<file path="config.mk">
export PLATFORM = sky130hd
export DESIGN_NAME = shmc_core
export DESIGN_NICKNAME = d
export VERILOG_FILES = /design/src/verilog/shmc_pkg.sv /design/src/verilog/shmc_core.sv
export SDC_FILE = /design/constraint.sdc
export NUM_CORES = 2
export LEC_CHECK = 0
export BUFFER_PORTS_ARGS = -buffer_cell sky130_fd_sc_hd__clkbuf_2
export CAP_MARGIN = 20
export CORE_MARGIN = 3
export CORE_UTILIZATION = 45
export DETAILED_ROUTE_END_ITERATION = 8
export PLACE_DENSITY_LB_ADDON = 0.1
export SLEW_MARGIN = 10
export SYNTH_ARGS = -nofsm -noshare
export SYNTH_HDL_FRONTEND = slang
export SYNTH_SLANG_ARGS = --single-unit
</file>
<file path="constraint.sdc">
create_clock -name i_clk -period 9.4 [get_ports i_clk]
set_input_delay 1.88 -clock i_clk [delete_from_list [all_inputs] [get_ports i_clk]]
set_output_delay 1.88 -clock i_clk [all_outputs]
set_load 0.005 [all_outputs]
</file>
<file path="src/verilog/shmc_pkg.sv">
package shmc_pkg;

  // ==========================================================================
  // Timing
  localparam real CLK_PERIOD_NS = 100.0;
  localparam real SHORT_CONV_MS = 11.38;
  localparam real LONG_CONV_MS  = 34.13;
  localparam real RAIL_PULSE_MS = 180.0;
  localparam real PWM_FREQ_HZ   = 75.0;
  localparam int  PWM_STEPS     = 256;
  localparam int  SHORT_CONV_CYC = int'(SHORT_CONV_MS * 1.0e6 / CLK_PERIOD_NS);
  localparam int  LONG_CONV_CYC  = int'(LONG_CONV_MS * 1.0e6 / CLK_PERIOD_NS);
  localparam int  RAIL_PULSE_CYC = int'(RAIL_PULSE_MS * 1.0e6 / CLK_PERIOD_NS);
  localparam int  PWM_STEP_CYC   = $rtoi(1.0e9 / (PWM_FREQ_HZ * CLK_PERIOD_NS * PWM_STEPS));
  localparam int  FAN_BASE_CYC   = 444;

  // ==========================================================================
  // Channels and status layout
  localparam int          CW         = 5;
  localparam int          N_ANA      = 21;
  localparam int          N_FAN      = 8;
  localparam int          N_CH       = N_ANA + N_FAN;
  localparam int          INTR_BIT   = N_CH;
  localparam int          N_STAT     = N_CH + 1;
  localparam logic [4:0]  CH_REMOTE1 = 5'h12;
  localparam logic [4:0]  CH_REMOTE2 = 5'h13;
  localparam logic [4:0]  CH_AUX     = 5'h14;
  localparam logic [4:0]  CH_FAN0    = 5'h15;
  localparam logic [7:0]  VAL_MAX    = 8'hFF;
  localparam logic [7:0]  LIM_HI_RST = 8'hFF;
  localparam logic [7:0]  LIM_LO_RST = 8'h00;

  // ==========================================================================
  // Register word indices
  localparam logic [3:0] REG_PTR      = 4'h0;
  localparam logic [3:0] REG_DATA     = 4'h1;
  localparam logic [3:0] REG_CFG      = 4'h2;
  localparam logic [3:0] REG_STATUS   = 4'h3;
  localparam logic [3:0] REG_MASK     = 4'h4;
  localparam logic [3:0] REG_FAN_DIV  = 4'h5;
  localparam logic [3:0] REG_FAN_DRV  = 4'h6;
  localparam logic [3:0] REG_GPIO_DIR = 4'h7;
  localparam logic [3:0] REG_GPIO_POL = 4'h8;
  localparam logic [3:0] REG_GPIO_OUT = 4'h9;
  localparam logic [3:0] REG_GPIO_IN  = 4'hA;
  localparam logic [3:0] REG_SLV_ADDR = 4'hB;
  localparam logic [3:0] REG_SEQ      = 4'hC;

  // Field positions.
  localparam int         CFG_RUN_BIT    = 0;
  localparam int         CFG_DIODE2_BIT = 1;
  localparam int         DRV_DAC_LSB    = 8;
  localparam logic [2:0] BANK_VAL       = 3'h0;
  localparam logic [2:0] BANK_HI        = 3'h1;
  localparam logic [2:0] BANK_LO        = 3'h2;
  localparam logic [4:0] SLV_ADDR_HI    = 5'h0B;

  // ==========================================================================
  // Types
  typedef struct packed {
    logic        read;
    logic        write;
    logic [3:0]  address;
    logic [31:0] writedata;
  } shmc_avs_req_t;

  typedef enum logic {
    SEQ_IDLE = 1'h0,
    SEQ_CONV = 1'h1
  } shmc_seq_t;

endpackage : shmc_pkg
</file>
<file path="src/verilog/shmc_core.sv">
`timescale 1ns/10ps
// Behaviour
// - When running, convert analog and temperature channels in turn; fans measured in parallel.
// - Each finished result goes into its own value register, readable any time.
// - Every stored result is compared with its limits; a violation sets a status bit.
// - Any unmasked out-of-limit result raises the interrupt output.
// - Each status bit has a mask bit; masked bits never raise the interrupt.
// - Chassis intrusion latches into a bit kept by the battery-backed reset.
// - Both rail reset outputs pulse 180 ms at power-up and assert on low supply.
// - Main rail reset pin driven low externally clears pointer, config, mask and the limit status bits (not intrusion) and stops measurement.
// - Fan PWM output runs at 75 Hz with host-programmed duty.
// - Host-programmed 8-bit code feeds the fan DAC.
// - A write to the pointer word loads a register address into the pointer.
// - Analog and internal conversions last 11.38 ms, remote diode ones 34.13 ms.
// - Fan counts span two tach pulses, one revolution.
// - Analog results are 8-bit codes.
// - Each fan counter prescale comes from a host divisor register.
// - Each GPIO has programmable direction and polarity.
// - A config bit selects remote diode or two analog channels on pins two.
// - Bus slave address is fixed upper five bits plus two select-pin bits.
module shmc_core #(
  parameter int SHORT_CYC  = shmc_pkg::SHORT_CONV_CYC,
  parameter int LONG_CYC   = shmc_pkg::LONG_CONV_CYC,
  parameter int PULSE_CYC  = shmc_pkg::RAIL_PULSE_CYC,
  parameter int FAN_BASE   = shmc_pkg::FAN_BASE_CYC,
  parameter int N_GPIO     = 17
) (
  input  wire logic                   i_clk,              // Device clock.
  input  wire logic                   i_rst_b,            // Async reset, active low.
  input  wire logic                   i_bat_rst_b,        // Battery domain reset, active low.
  input  wire shmc_pkg::shmc_avs_req_t i_avs_req,          // Avalon request.
  output logic [31:0]                 o_avs_readdata,     // Avalon read data.
  output logic                        o_avs_waitrequest,  // Avalon wait request.
  output logic [4:0]                  o_adc_chan,         // Channel being converted.
  output logic                        o_adc_start,        // Conversion start pulse.
  output logic                        o_adc_diode,        // Remote diode conversion.
  input  wire logic [7:0]             i_adc_code,         // Converter result.
  input  wire logic [7:0]             i_tach,             // Fan tach pins.
  input  wire logic                   i_intrusion,        // Chassis intrusion pin.
  input  wire logic                   i_main_low,         // Main rail below threshold.
  input  wire logic                   i_stby_low,         // Standby rail below threshold.
  input  wire logic                   i_main_rail_reset,  // Main rail reset pin level.
  output logic                        o_main_rail_reset,  // Main rail reset pin data.
  output logic                        o_main_rail_reset_oe, // Main pin pulled low.
  output logic                        o_standby_rail_reset_b, // Standby reset, active low.
  output logic                        o_fan_pwm,          // PWM pin data.
  output logic                        o_fan_pwm_oe,       // PWM pin pulled low.
  output logic [7:0]                  o_dac_code,         // Fan DAC code.
  input  wire logic [N_GPIO-1:0]      i_gpio,             // GPIO pin levels.
  output logic [N_GPIO-1:0]           o_gpio,             // GPIO output data.
  output logic [N_GPIO-1:0]           o_gpio_oe,          // GPIO output enables.
  input  wire logic [1:0]             i_addr_sel,         // Address select pin code.
  output logic                        o_int               // Interrupt, active high.
);

  // ==========================================================================
  // Parameter checks
  if (N_GPIO < 1 || N_GPIO > 32 || SHORT_CYC < 1 || LONG_CYC < 1 || PULSE_CYC < 1
      || FAN_BASE < 1) begin : g_chk
    $error("shmc_core: unsupported parameter value");
  end

  localparam int NS  = shmc_pkg::N_STAT;
  localparam int NC  = shmc_pkg::N_CH;
  localparam int NSY = 8 + 4 + 2 + N_GPIO;

  // Conversion length of a channel in clock cycles.
  function automatic logic [31:0] conv_len(input logic [4:0] ch, input logic diode2);
    conv_len = is_long(ch, diode2) ? LONG_CYC[31:0] : SHORT_CYC[31:0];
  endfunction : conv_len

  // Remote diode channels take the long conversion.
  function automatic logic is_long(input logic [4:0] ch, input logic diode2);
    is_long = (ch == shmc_pkg::CH_REMOTE1) || (ch == shmc_pkg::CH_REMOTE2 && diode2);
  endfunction : is_long

  // Next channel of the sequence; the auxiliary input is skipped in diode mode.
  function automatic logic [4:0] next_ch(input logic [4:0] ch, input logic diode2);
    logic [4:0] n;
    n = ch + 5'h01;
    if (n == shmc_pkg::CH_AUX && diode2) begin
      n = shmc_pkg::CH_FAN0;
    end
    if (n >= shmc_pkg::CH_FAN0) begin
      n = '0;
    end
    next_ch = n;
  endfunction : next_ch

  // Result outside the window of its limits.
  function automatic logic out_of_lim(input logic [7:0] v, input logic [7:0] hi, input logic [7:0] lo);
    out_of_lim = (v > hi) || (v < lo);
  endfunction : out_of_lim

  // ==========================================================================
  // Input synchronisers
  logic [NSY-1:0] sync1_ff;
  logic [NSY-1:0] sync2_ff;
  logic [7:0]     tach_d_ff;

  // Two flops before any logic reads a pin.
  always_ff @(posedge i_clk or negedge i_rst_b) begin
    if (!i_rst_b) begin
      sync1_ff  <= '0;
      sync2_ff  <= '0;
      tach_d_ff <= '0;
    end else begin
      sync1_ff  <= {i_gpio, i_addr_sel, i_intrusion, i_main_low, i_stby_low, i_main_rail_reset, i_tach};
      sync2_ff  <= sync1_ff;
      tach_d_ff <= sync2_ff[7:0];
    end
  end

  wire [7:0]        tach_s     = sync2_ff[7:0];
  wire              mpin_s     = sync2_ff[8];
  wire [1:0]        low_s      = {sync2_ff[9], sync2_ff[10]};
  wire              intr_s     = sync2_ff[11];
  wire [1:0]        asel_s     = sync2_ff[13:12];
  wire [N_GPIO-1:0] gpio_s     = sync2_ff[NSY-1:14];
  wire [7:0]        tach_rise  = tach_s & ~tach_d_ff;

  // ==========================================================================
  // Rail resets
  logic [31:0] rail_cnt_ff [2];
  logic [1:0]  rail_act_ff;
  logic [2:0]  oe_hist_ff;
  logic        nxt_rail_busy [2];
  logic [31:0] nxt_rail_cnt [2];

  // Each timer reloads while its rail is low and counts out the pulse after.
  always_comb begin
    for (int r = 0; r < 2; r++) begin
      nxt_rail_cnt[r]  = low_s[r] ? PULSE_CYC[31:0] :
                         (rail_cnt_ff[r] != '0) ? rail_cnt_ff[r] - 32'h0000_0001 : rail_cnt_ff[r];
      nxt_rail_busy[r] = low_s[r] || (nxt_rail_cnt[r] != '0);
    end
  end

  // External low on the main pin, ignored while our own drive may still echo.
  wire ext_rst = !mpin_s && (oe_hist_ff == '0) && !rail_act_ff[0];

  always_ff @(posedge i_clk or negedge i_rst_b) begin
    if (!i_rst_b) begin
      rail_cnt_ff[0] <= PULSE_CYC[31:0];
      rail_cnt_ff[1] <= PULSE_CYC[31:0];
      rail_act_ff    <= 2'h3;
      oe_hist_ff     <= 3'h7;
    end else begin
      rail_cnt_ff[0] <= nxt_rail_cnt[0];
      rail_cnt_ff[1] <= nxt_rail_cnt[1];
      rail_act_ff    <= {nxt_rail_busy[1], nxt_rail_busy[0]};
      oe_hist_ff     <= {oe_hist_ff[1:0], rail_act_ff[0]};
    end
  end

  assign o_main_rail_reset_oe   = rail_act_ff[0];
  assign o_main_rail_reset      = 1'h0;
  assign o_standby_rail_reset_b = !rail_act_ff[1];

  // ==========================================================================
  // Avalon slave: one wait cycle, then answer
  logic        wait_ff;
  logic [31:0] rdata_ff;
  logic [7:0]  ptr_ff;
  logic [1:0]  cfg_ff;
  logic [NS-1:0] mask_ff;
  logic [15:0] fdiv_ff;
  logic [15:0] drv_ff;
  logic [N_GPIO-1:0] gdir_ff;
  logic [N_GPIO-1:0] gpol_ff;
  logic [N_GPIO-1:0] gout_ff;
  logic [NS-1:0] stat_ff;
  logic        intr_ff;
  logic [6:0]  slv_ff;
  logic [1:0]  cap_ff;
  logic [7:0]  val_ff [NC];
  logic [7:0]  hi_ff [NC];
  logic [7:0]  lo_ff [NC];
  shmc_pkg::shmc_seq_t seq_ff;
  logic [4:0]  chan_ff;

  wire        req      = i_avs_req.read | i_avs_req.write;
  wire        take     = req & wait_ff;
  wire        wr       = i_avs_req.write & ~wait_ff;
  wire [3:0]  adr      = i_avs_req.address;
  wire [31:0] wd       = i_avs_req.writedata;
  wire [2:0]  bank     = ptr_ff[7:5];
  wire [4:0]  pidx     = ptr_ff[4:0];
  wire        pidx_ok  = (pidx < 5'(NC));
  wire        wr_ptr   = wr && adr == shmc_pkg::REG_PTR;
  wire        wr_data  = wr && adr == shmc_pkg::REG_DATA && pidx_ok;
  wire        wr_stat  = wr && adr == shmc_pkg::REG_STATUS;
  wire [NS-1:0] w1c    = wr_stat ? wd[NS-1:0] : '0;
  wire        run      = cfg_ff[shmc_pkg::CFG_RUN_BIT] && !ext_rst;
  wire        diode2   = cfg_ff[shmc_pkg::CFG_DIODE2_BIT];

  // Byte selected by the address pointer.
  wire [7:0] ptr_byte = !pidx_ok ? 8'h00 :
                        (bank == shmc_pkg::BANK_VAL) ? val_ff[pidx] :
                        (bank == shmc_pkg::BANK_HI)  ? hi_ff[pidx] :
                        (bank == shmc_pkg::BANK_LO)  ? lo_ff[pidx] : 8'h00;

  logic [31:0] rd_mux;

  // Read data selection; unmapped words read zero.
  always_comb begin
    rd_mux = '0;
    unique case (adr)
      shmc_pkg::REG_PTR:      rd_mux[7:0]        = ptr_ff;
      shmc_pkg::REG_DATA:     rd_mux[7:0]        = ptr_byte;
      shmc_pkg::REG_CFG:      rd_mux[1:0]        = cfg_ff;
      shmc_pkg::REG_STATUS:   rd_mux[NS-1:0]     = {intr_ff, stat_ff[NC-1:0]};
      shmc_pkg::REG_MASK:     rd_mux[NS-1:0]     = mask_ff;
      shmc_pkg::REG_FAN_DIV:  rd_mux[15:0]       = fdiv_ff;
      shmc_pkg::REG_FAN_DRV:  rd_mux[15:0]       = drv_ff;
      shmc_pkg::REG_GPIO_DIR: rd_mux[N_GPIO-1:0] = gdir_ff;
      shmc_pkg::REG_GPIO_POL: rd_mux[N_GPIO-1:0] = gpol_ff;
      shmc_pkg::REG_GPIO_OUT: rd_mux[N_GPIO-1:0] = gout_ff;
      shmc_pkg::REG_GPIO_IN:  rd_mux[N_GPIO-1:0] = gpio_s ^ gpol_ff;
      shmc_pkg::REG_SLV_ADDR: rd_mux[6:0]        = slv_ff;
      shmc_pkg::REG_SEQ:      rd_mux[5:0]        = {seq_ff, chan_ff};
      default:                rd_mux             = '0;
    endcase
  end

  // Handshake and software-owned registers; an external reset clears pointer, config and mask only.
  always_ff @(posedge i_clk or negedge i_rst_b) begin
    if (!i_rst_b) begin
      wait_ff  <= 1'h1;
      rdata_ff <= '0;
      ptr_ff   <= '0;
      cfg_ff   <= '0;
      mask_ff  <= '0;
      fdiv_ff  <= '0;
      drv_ff   <= '0;
      gdir_ff  <= '0;
      gpol_ff  <= '0;
      gout_ff  <= '0;
    end else begin
      wait_ff  <= !take;
      rdata_ff <= (take && i_avs_req.read) ? rd_mux : rdata_ff;
      if (ext_rst) begin
        ptr_ff  <= '0;
        cfg_ff  <= '0;
        mask_ff <= '0;
      end else begin
        if (wr_ptr) ptr_ff <= wd[7:0];
        if (wr && adr == shmc_pkg::REG_CFG) cfg_ff <= wd[1:0];
        if (wr && adr == shmc_pkg::REG_MASK) mask_ff <= wd[NS-1:0];
      end
      if (wr && adr == shmc_pkg::REG_FAN_DIV) fdiv_ff <= wd[15:0];
      if (wr && adr == shmc_pkg::REG_FAN_DRV) drv_ff <= wd[15:0];
      if (wr && adr == shmc_pkg::REG_GPIO_DIR) gdir_ff <= wd[N_GPIO-1:0];
      if (wr && adr == shmc_pkg::REG_GPIO_POL) gpol_ff <= wd[N_GPIO-1:0];
      if (wr && adr == shmc_pkg::REG_GPIO_OUT) gout_ff <= wd[N_GPIO-1:0];
    end
  end

  assign o_avs_waitrequest = wait_ff;
  assign o_avs_readdata    = rdata_ff;

  // ==========================================================================
  // Slave address capture: sampled for the first three cycles after reset, then locked
  always_ff @(posedge i_clk or negedge i_rst_b) begin
    if (!i_rst_b) begin
      cap_ff <= '0;
      slv_ff <= '0;
    end else if (cap_ff != 2'h3) begin
      cap_ff <= cap_ff + 2'h1;
      slv_ff <= {shmc_pkg::SLV_ADDR_HI, asel_s};
    end
  end

  // ==========================================================================
  // Conversion sequencer
  logic [31:0] tmr_ff;
  logic        start_ff;
  logic        diode_ff;

  wire        seq_done = (seq_ff == shmc_pkg::SEQ_CONV) && (tmr_ff == '0);
  wire        seq_go   = run && ((seq_ff == shmc_pkg::SEQ_IDLE) || seq_done);
  wire [4:0]  ch_nxt   = (seq_ff == shmc_pkg::SEQ_IDLE) ? '0 : next_ch(chan_ff, diode2);
  wire shmc_pkg::shmc_seq_t nxt_seq = seq_go ? shmc_pkg::SEQ_CONV :
                                      seq_done ? shmc_pkg::SEQ_IDLE : seq_ff;
  wire [31:0] nxt_tmr  = seq_go ? conv_len(ch_nxt, diode2) - 32'h0000_0001 :
                         (tmr_ff != '0) ? tmr_ff - 32'h0000_0001 : tmr_ff;

  always_ff @(posedge i_clk or negedge i_rst_b) begin
    if (!i_rst_b) begin
      seq_ff   <= shmc_pkg::SEQ_IDLE;
      chan_ff  <= '0;
      tmr_ff   <= '0;
      start_ff <= 1'h0;
      diode_ff <= 1'h0;
    end else begin
      seq_ff   <= nxt_seq;
      chan_ff  <= seq_go ? ch_nxt : chan_ff;
      tmr_ff   <= nxt_tmr;
      start_ff <= seq_go;
      diode_ff <= seq_go ? is_long(ch_nxt, diode2) : diode_ff;
    end
  end

  assign o_adc_chan  = chan_ff;
  assign o_adc_start = start_ff;
  assign o_adc_diode = diode_ff;

  // ==========================================================================
  // Fan speed counters
  logic [15:0] base_ff;
  logic [2:0]  pre_ff [shmc_pkg::N_FAN];
  logic [7:0]  fcnt_ff [shmc_pkg::N_FAN];
  logic [7:0]  ph_ff;
  logic [7:0]  ftick;
  logic [7:0]  fstore;
  logic [7:0]  fval [shmc_pkg::N_FAN];

  wire base_tick = run && (base_ff == 16'(FAN_BASE - 1));

  // Prescaled tick per fan; a result is stored every second tach pulse.
  always_comb begin
    for (int f = 0; f < shmc_pkg::N_FAN; f++) begin
      ftick[f]  = base_tick && (pre_ff[f] == 3'((1 << fdiv_ff[2*f +: 2]) - 1));
      fstore[f] = run && ((tach_rise[f] && ph_ff[f]) ||
                  (ftick[f] && fcnt_ff[f] == shmc_pkg::VAL_MAX));
      fval[f]   = (tach_rise[f] && ph_ff[f]) ? fcnt_ff[f] : shmc_pkg::VAL_MAX;
    end
  end

  always_ff @(posedge i_clk or negedge i_rst_b) begin
    if (!i_rst_b) begin
      base_ff <= '0;
      ph_ff   <= '0;
      for (int f = 0; f < shmc_pkg::N_FAN; f++) begin
        pre_ff[f]  <= '0;
        fcnt_ff[f] <= '0;
      end
    end else begin
      base_ff <= (!run || base_tick) ? '0 : base_ff + 16'h0001;
      ph_ff   <= run ? ph_ff ^ tach_rise : '0;
      for (int f = 0; f < shmc_pkg::N_FAN; f++) begin
        pre_ff[f]  <= !base_tick ? pre_ff[f] : ftick[f] ? '0 : pre_ff[f] + 3'h1;
        fcnt_ff[f] <= (!run || fstore[f]) ? '0 :
                      (ftick[f] && fcnt_ff[f] != shmc_pkg::VAL_MAX) ? fcnt_ff[f] + 8'h01 : fcnt_ff[f];
      end
    end
  end

  // ==========================================================================
  // Value store, limit compare and status
  logic [NC-1:0] st_we;
  logic [7:0]    st_val [NC];
  logic [NC-1:0] set_vec;

  // One write port per channel: the sequencer or its fan counter.
  always_comb begin
    for (int c = 0; c < NC; c++) begin
      st_we[c]  = seq_done && (chan_ff == 5'(c));
      st_val[c] = i_adc_code;
      if (c >= shmc_pkg::N_ANA) begin
        st_we[c]  = fstore[c - shmc_pkg::N_ANA];
        st_val[c] = fval[c - shmc_pkg::N_ANA];
      end
      set_vec[c] = st_we[c] && out_of_lim(st_val[c], hi_ff[c], lo_ff[c]);
    end
  end

  always_ff @(posedge i_clk or negedge i_rst_b) begin
    if (!i_rst_b) begin
      for (int c = 0; c < NC; c++) begin
        val_ff[c] <= '0;
        hi_ff[c]  <= shmc_pkg::LIM_HI_RST;
        lo_ff[c]  <= shmc_pkg::LIM_LO_RST;
      end
    end else begin
      for (int c = 0; c < NC; c++) begin
        if (st_we[c]) val_ff[c] <= st_val[c];
        if (wr_data && pidx == 5'(c) && bank == shmc_pkg::BANK_HI) hi_ff[c] <= wd[7:0];
        if (wr_data && pidx == 5'(c) && bank == shmc_pkg::BANK_LO) lo_ff[c] <= wd[7:0];
      end
    end
  end

  // Sticky status: a set in the clearing cycle wins.
  wire [NS-1:0] nxt_stat = ext_rst ? '0 : {1'h0, (stat_ff[NC-1:0] & ~w1c[NC-1:0]) | set_vec};
  wire          nxt_intr = (intr_ff & ~w1c[shmc_pkg::INTR_BIT]) | intr_s;

  always_ff @(posedge i_clk or negedge i_rst_b) begin
    if (!i_rst_b) begin
      stat_ff <= '0;
      o_int   <= 1'h0;
    end else begin
      stat_ff <= nxt_stat;
      o_int   <= |({nxt_intr, nxt_stat[NC-1:0]} & ~mask_ff);
    end
  end

  // Intrusion flag lives on the battery reset only.
  always_ff @(posedge i_clk or negedge i_bat_rst_b) begin
    if (!i_bat_rst_b) begin
      intr_ff <= 1'h0;
    end else begin
      intr_ff <= nxt_intr;
    end
  end

  // ==========================================================================
  // Fan drive and GPIO outputs
  logic [15:0] pstep_ff;
  logic [7:0]  phase_ff;

  wire pwm_step = (pstep_ff == 16'(shmc_pkg::PWM_STEP_CYC - 1));

  always_ff @(posedge i_clk or negedge i_rst_b) begin
    if (!i_rst_b) begin
      pstep_ff     <= '0;
      phase_ff     <= '0;
      o_fan_pwm_oe <= 1'h1;
      o_dac_code   <= '0;
      o_gpio       <= '0;
      o_gpio_oe    <= '0;
    end else begin
      pstep_ff     <= pwm_step ? '0 : pstep_ff + 16'h0001;
      phase_ff     <= pwm_step ? phase_ff + 8'h01 : phase_ff;
      o_fan_pwm_oe <= phase_ff >= drv_ff[7:0];
      o_dac_code   <= drv_ff[shmc_pkg::DRV_DAC_LSB +: 8];
      o_gpio       <= gout_ff ^ gpol_ff;
      o_gpio_oe    <= gdir_ff;
    end
  end

  assign o_fan_pwm = 1'h0;

endmodule : shmc_core

</file>
==> flow_metrics.env <==
export IMPL_synth_ff_type="sky130_fd_sc_hd__dfrtp_1"
export IMPL_slew_headroom_pct=19.66
export IMPL_crit_path_cell_trace="clkbuf_2 > nand4bb_1 > nor2_2 > buf_4 > a21boi_0 > a221oi_1 > a21oi_1 > a22oi_1 > nand4_1 > a2111oi_0 > nand2_1"
export IMPL_detail_route_wirelength_mm=216.3
export IMPL_floorplan_die_height_microns=393.8
export IMPL_initialDrtViolationCount=3865
export IMPL_worst_setup_hold_path_clk_slew_ns=0.06
export IMPL_critical_path_required_ns=10.07
export IMPL_synth_enable_flop_cells=0
export IMPL_num_io_pins=168
export IMPL_vias_in_the_first_global_route=49287
export IMPL_routedWlPerCell_microns=25.56
export IMPL_numPortBuffers=161
export IMPL_synthCells=6190
export IMPL_total_drc_errors_in_the_routed_layout=0
export IMPL_floorplan_die_width_microns=393.8
export IMPL_synth_seq_cells=1244
export IMPL_final_hold_violation_count=0
export IMPL_min_delay_path_class="reg2reg"
export IMPL_timing_rr_start="ptr_ff[0]"
export IMPL_finalMaxSlewViolations=0
export IMPL_finish_net_count=6898
export IMPL_synth_distinct_cells=89
export IMPL_outcome="finished clean"
export IMPL_initial_core_util_pct=45.56
export IMPL_tns_ns=0
export IMPL_cts_num_sinks=1244
export IMPL_overflow=0
export IMPL_area_growth_synth_to_final_pct=12.24
export IMPL_setup_violations=0
export IMPL_holdWs_ns=0.3451
export IMPL_design_core_area_sq_um=148500
export IMPL_detail_route_antenna_nets=0
export IMPL_h_tree_depth=4
export IMPL_cts_setup_buffers=0
export IMPL_dp_worst_setup_slack_ns=3.219
export IMPL_min_from="sync1_ff[6]"
export IMPL_cellLeakagePower_uw=0.03305
export IMPL_cts_tree="yes"
export IMPL_final_period_utilization_pct=57.38
export IMPL_finalWorstPathRequiredPeriod_ns=5.394
export IMPL_power_density_nw_per_um2=184.5
export IMPL_ctsResizeCount=0
export IMPL_grt_setup_unrepaired="false"
export IMPL_track_usage_pct=27.70
export IMPL_post_route_util_pct=51.14
export IMPL_setup_worst_path_end_class="flop"
export IMPL_timing_worst_setup_path_type="in2reg"
export IMPL_cts_inserted_buffers=145
export IMPL_floorplan_die_area_sq_um=155100
export IMPL_rows=141
export IMPL_cp_slowest_cell="sky130_fd_sc_hd__a221oi_1"
export IMPL_worst_ir_drop_vdd_mv=0.1873
export IMPL_layout_commonest_cell="sky130_fd_sc_hd__dfrtp_1"
export IMPL_hpwl_mm=151.9
export IMPL_global_route_wire_length_before_repair_mm=324.1
export IMPL_ctsLongestPathBuffers=3
export IMPL_drt_pass1_iter_count=6
export IMPL_clk_insertion_delay_late_ns=0.80
export IMPL_grt_antenna_before_repair=14
export IMPL_finalWorstSetupSlack_ns=4.006
export IMPL_timing_fmax_mhz=185.4
export IMPL_worst_setup_path_startpoint="i_avs_req[34]"
export IMPL_maxCapViolCount=0
export IMPL_cts_hold_buffers_added=0
export IMPL_finalNonFillerCells=8462
export IMPL_synth_sequential_area_ratio_pct=46.48
export IMPL_cts_root_buffer="sky130_fd_sc_hd__clkbuf_16"
export IMPL_synth_area_per_cell_sq_um=10.93
export IMPL_place_inst=8190
export IMPL_worst_clock_skew_ns=0.02903
export IMPL_synth_warning_count=0
export IMPL_mostFrequentLayoutCells="980 x sky130_fd_sc_hd__dfrtp_1, 599 x sky130_fd_sc_hd__nand2_1, 534 x sky130_fd_sc_hd__mux2_2, 482 x sky130_fd_sc_hd__ha_1, 479 x sky130_fd_sc_hd__inv_1"
export IMPL_vias=49789
export IMPL_vias_cell=5.884
export IMPL_grt_max_degree=158
export IMPL_worst_slew_pin_transition_ns=1.201
export IMPL_async_set_reset_flop_share_out_of_synthesis_pct=100.0
export IMPL_critical_path_max_fanout=25
export IMPL_netlist_area_before_placement_sq_um=67680
export IMPL_post_route_cells_drive_above_1_share_pct=23.97
export IMPL_cp_data_arrival_time_ns=6.06
export IMPL_critPathMaxStageDelay_ns=0.76
export IMPL_crit_path_start_kind="primary input"
export IMPL_globalplace_congestion=0.9153
path summary, 6_finish.rpt:
path                                     endpoint  slack, ns  cells after the start
worst min register to register        sync2_ff[6]       0.35                      0
worst max register to register  o_avs_readdata[2]       4.62                      9
max in group asynchronous         rail_cnt_ff[62]       6.33                      3
worst min-delay path                  sync2_ff[6]       0.35                      0
min in group asynchronous                 intr_ff       0.89                      1
worst max-delay path                        o_int       4.01                     11
worst max-delay path, delay by kind of cell:
family / cells / cell delay [ns]
AOI/OAI and AO/OA: 5 / 2.25
and+or+nand+nor: 4 / 1.20
buffers and inverters: 2 / 0.67
metal layers:
| metal | track usage, % | share of wire [%] | up-vias |
|---|---|---|---|
| met4 | 10.56 | 4.1 | 4 |
| met1 | 39.52 | 45 | 25305 |
| met2 | 41.91 | 44 | 1573 |
| li1 | - | - | 22522 |
| met5 | 0 | 0.069 | - |
| met3 | 5.209 | 6.6 | 385 |
kinds of logic after synthesis:
family	after synthesis	share of synthesized area [%]
compound gates	1157	10.79
flops	1244	46.48
mux	746	15.57
xor+xnor	176	2.278
simple gates	1630	11.74
fa+ha+maj	482	8.911
other cells	1	0.005541
buf+inv	754	4.224
cell type report:
class | count | area, sq um
clock inverter | 52 | 618.1
timing repair buffer | 266 | 1722
tap | 2002 | 2505
multi-input combinational | 4195 | 33480
antenna | 3 | 7.507
sequential | 1244 | 31470
clock buffer | 216 | 4343
inverter | 484 | 1818
fill | 13409 | 72580
Yosys cell counts, types with 14 or more instances:
cell type | count | area (sq um)
sky130_fd_sc_hd__xnor2_1 | 82 | 718.2
sky130_fd_sc_hd__o21ai_0 | 421 | 2107
sky130_fd_sc_hd__o22ai_1 | 14 | 87.58
sky130_fd_sc_hd__nor2_1 | 317 | 1190
sky130_fd_sc_hd__or4_1 | 20 | 150.1
sky130_fd_sc_hd__o21a_1 | 42 | 315.3
sky130_fd_sc_hd__xor2_1 | 94 | 823.3
sky130_fd_sc_hd__o31ai_1 | 23 | 172.7
sky130_fd_sc_hd__nand2_1 | 600 | 2252
sky130_fd_sc_hd__a22o_1 | 45 | 394.1
sky130_fd_sc_hd__a221oi_1 | 33 | 289.0
sky130_fd_sc_hd__nor3b_1 | 17 | 127.6
sky130_fd_sc_hd__buf_1 | 42 | 157.7
sky130_fd_sc_hd__a21o_1 | 28 | 210.2
sky130_fd_sc_hd__a211oi_1 | 26 | 195.2
sky130_fd_sc_hd__mux2_2 | 534 | 6013
sky130_fd_sc_hd__and2_1 | 21 | 131.4
sky130_fd_sc_hd__or3_1 | 32 | 200.2
sky130_fd_sc_hd__nand4_1 | 93 | 581.8
sky130_fd_sc_hd__nor3_1 | 82 | 410.4
sky130_fd_sc_hd__a21oi_1 | 242 | 1211
sky130_fd_sc_hd__nand3b_1 | 16 | 120.1
sky130_fd_sc_hd__ha_1 | 482 | 6031
sky130_fd_sc_hd__o211ai_1 | 26 | 195.2
sky130_fd_sc_hd__nand3_1 | 110 | 550.5
sky130_fd_sc_hd__a31oi_1 | 33 | 206.5
sky130_fd_sc_hd__or2_2 | 20 | 125.1
sky130_fd_sc_hd__nor4_1 | 38 | 237.7
sky130_fd_sc_hd__dfrtp_1 | 983 | 24600
sky130_fd_sc_hd__nor2b_1 | 72 | 450.4
sky130_fd_sc_hd__inv_1 | 483 | 1813
sky130_fd_sc_hd__and3_1 | 47 | 294.0
sky130_fd_sc_hd__mux4_2 | 192 | 4324
sky130_fd_sc_hd__clkbuf_1 | 213 | 799.5
sky130_fd_sc_hd__dfstp_2 | 261 | 6858
sky130_fd_sc_hd__o22a_1 | 60 | 525.5
sky130_fd_sc_hd__mux2i_1 | 20 | 200.2
sky130_fd_sc_hd__a22oi_1 | 44 | 330.3
sky130_fd_sc_hd__nand2b_1 | 93 | 581.8
where the power goes:
part           internal [uW]  switching, uW  leakage [uW]  total, uW
combinational            802           1280        0.0151       2080
clock                   3490           2380       0.00244       5870
sequential              5700            361        0.0155       6070
total                   9990           4020        0.0331      14000
state kept, by name (all words and copies together) (netlist names), 16 cells and up:
signal,cells
pstep_ff,16
drv_ff,16
o_gpio_oe,17
lo_ff,232
fcnt_ff,64
sync1_ff,31
base_ff,16
gout_ff,17
gpol_ff,17
sync2_ff,31
o_avs_readdata,30
o_gpio,17
tmr_ff,32
hi_ff,232
mask_ff,30
stat_ff,29
rail_cnt_ff,64
gdir_ff,17
val_ff,232
pre_ff,24
fdiv_ff,16
through the flow:
| stage | power, uW | cell area (sq um) |
|---|---|---|
| global route | 14560 | 75960 |
| detailed placement | 8224 | 70980 |
| floorplan | 7250 | 67690 |
| CTS | 14120 | 75950 |
| finish | 14010 | 75960 |
| global placement | 8187 | 70980 |
Power figures use the tool's default switching activity.
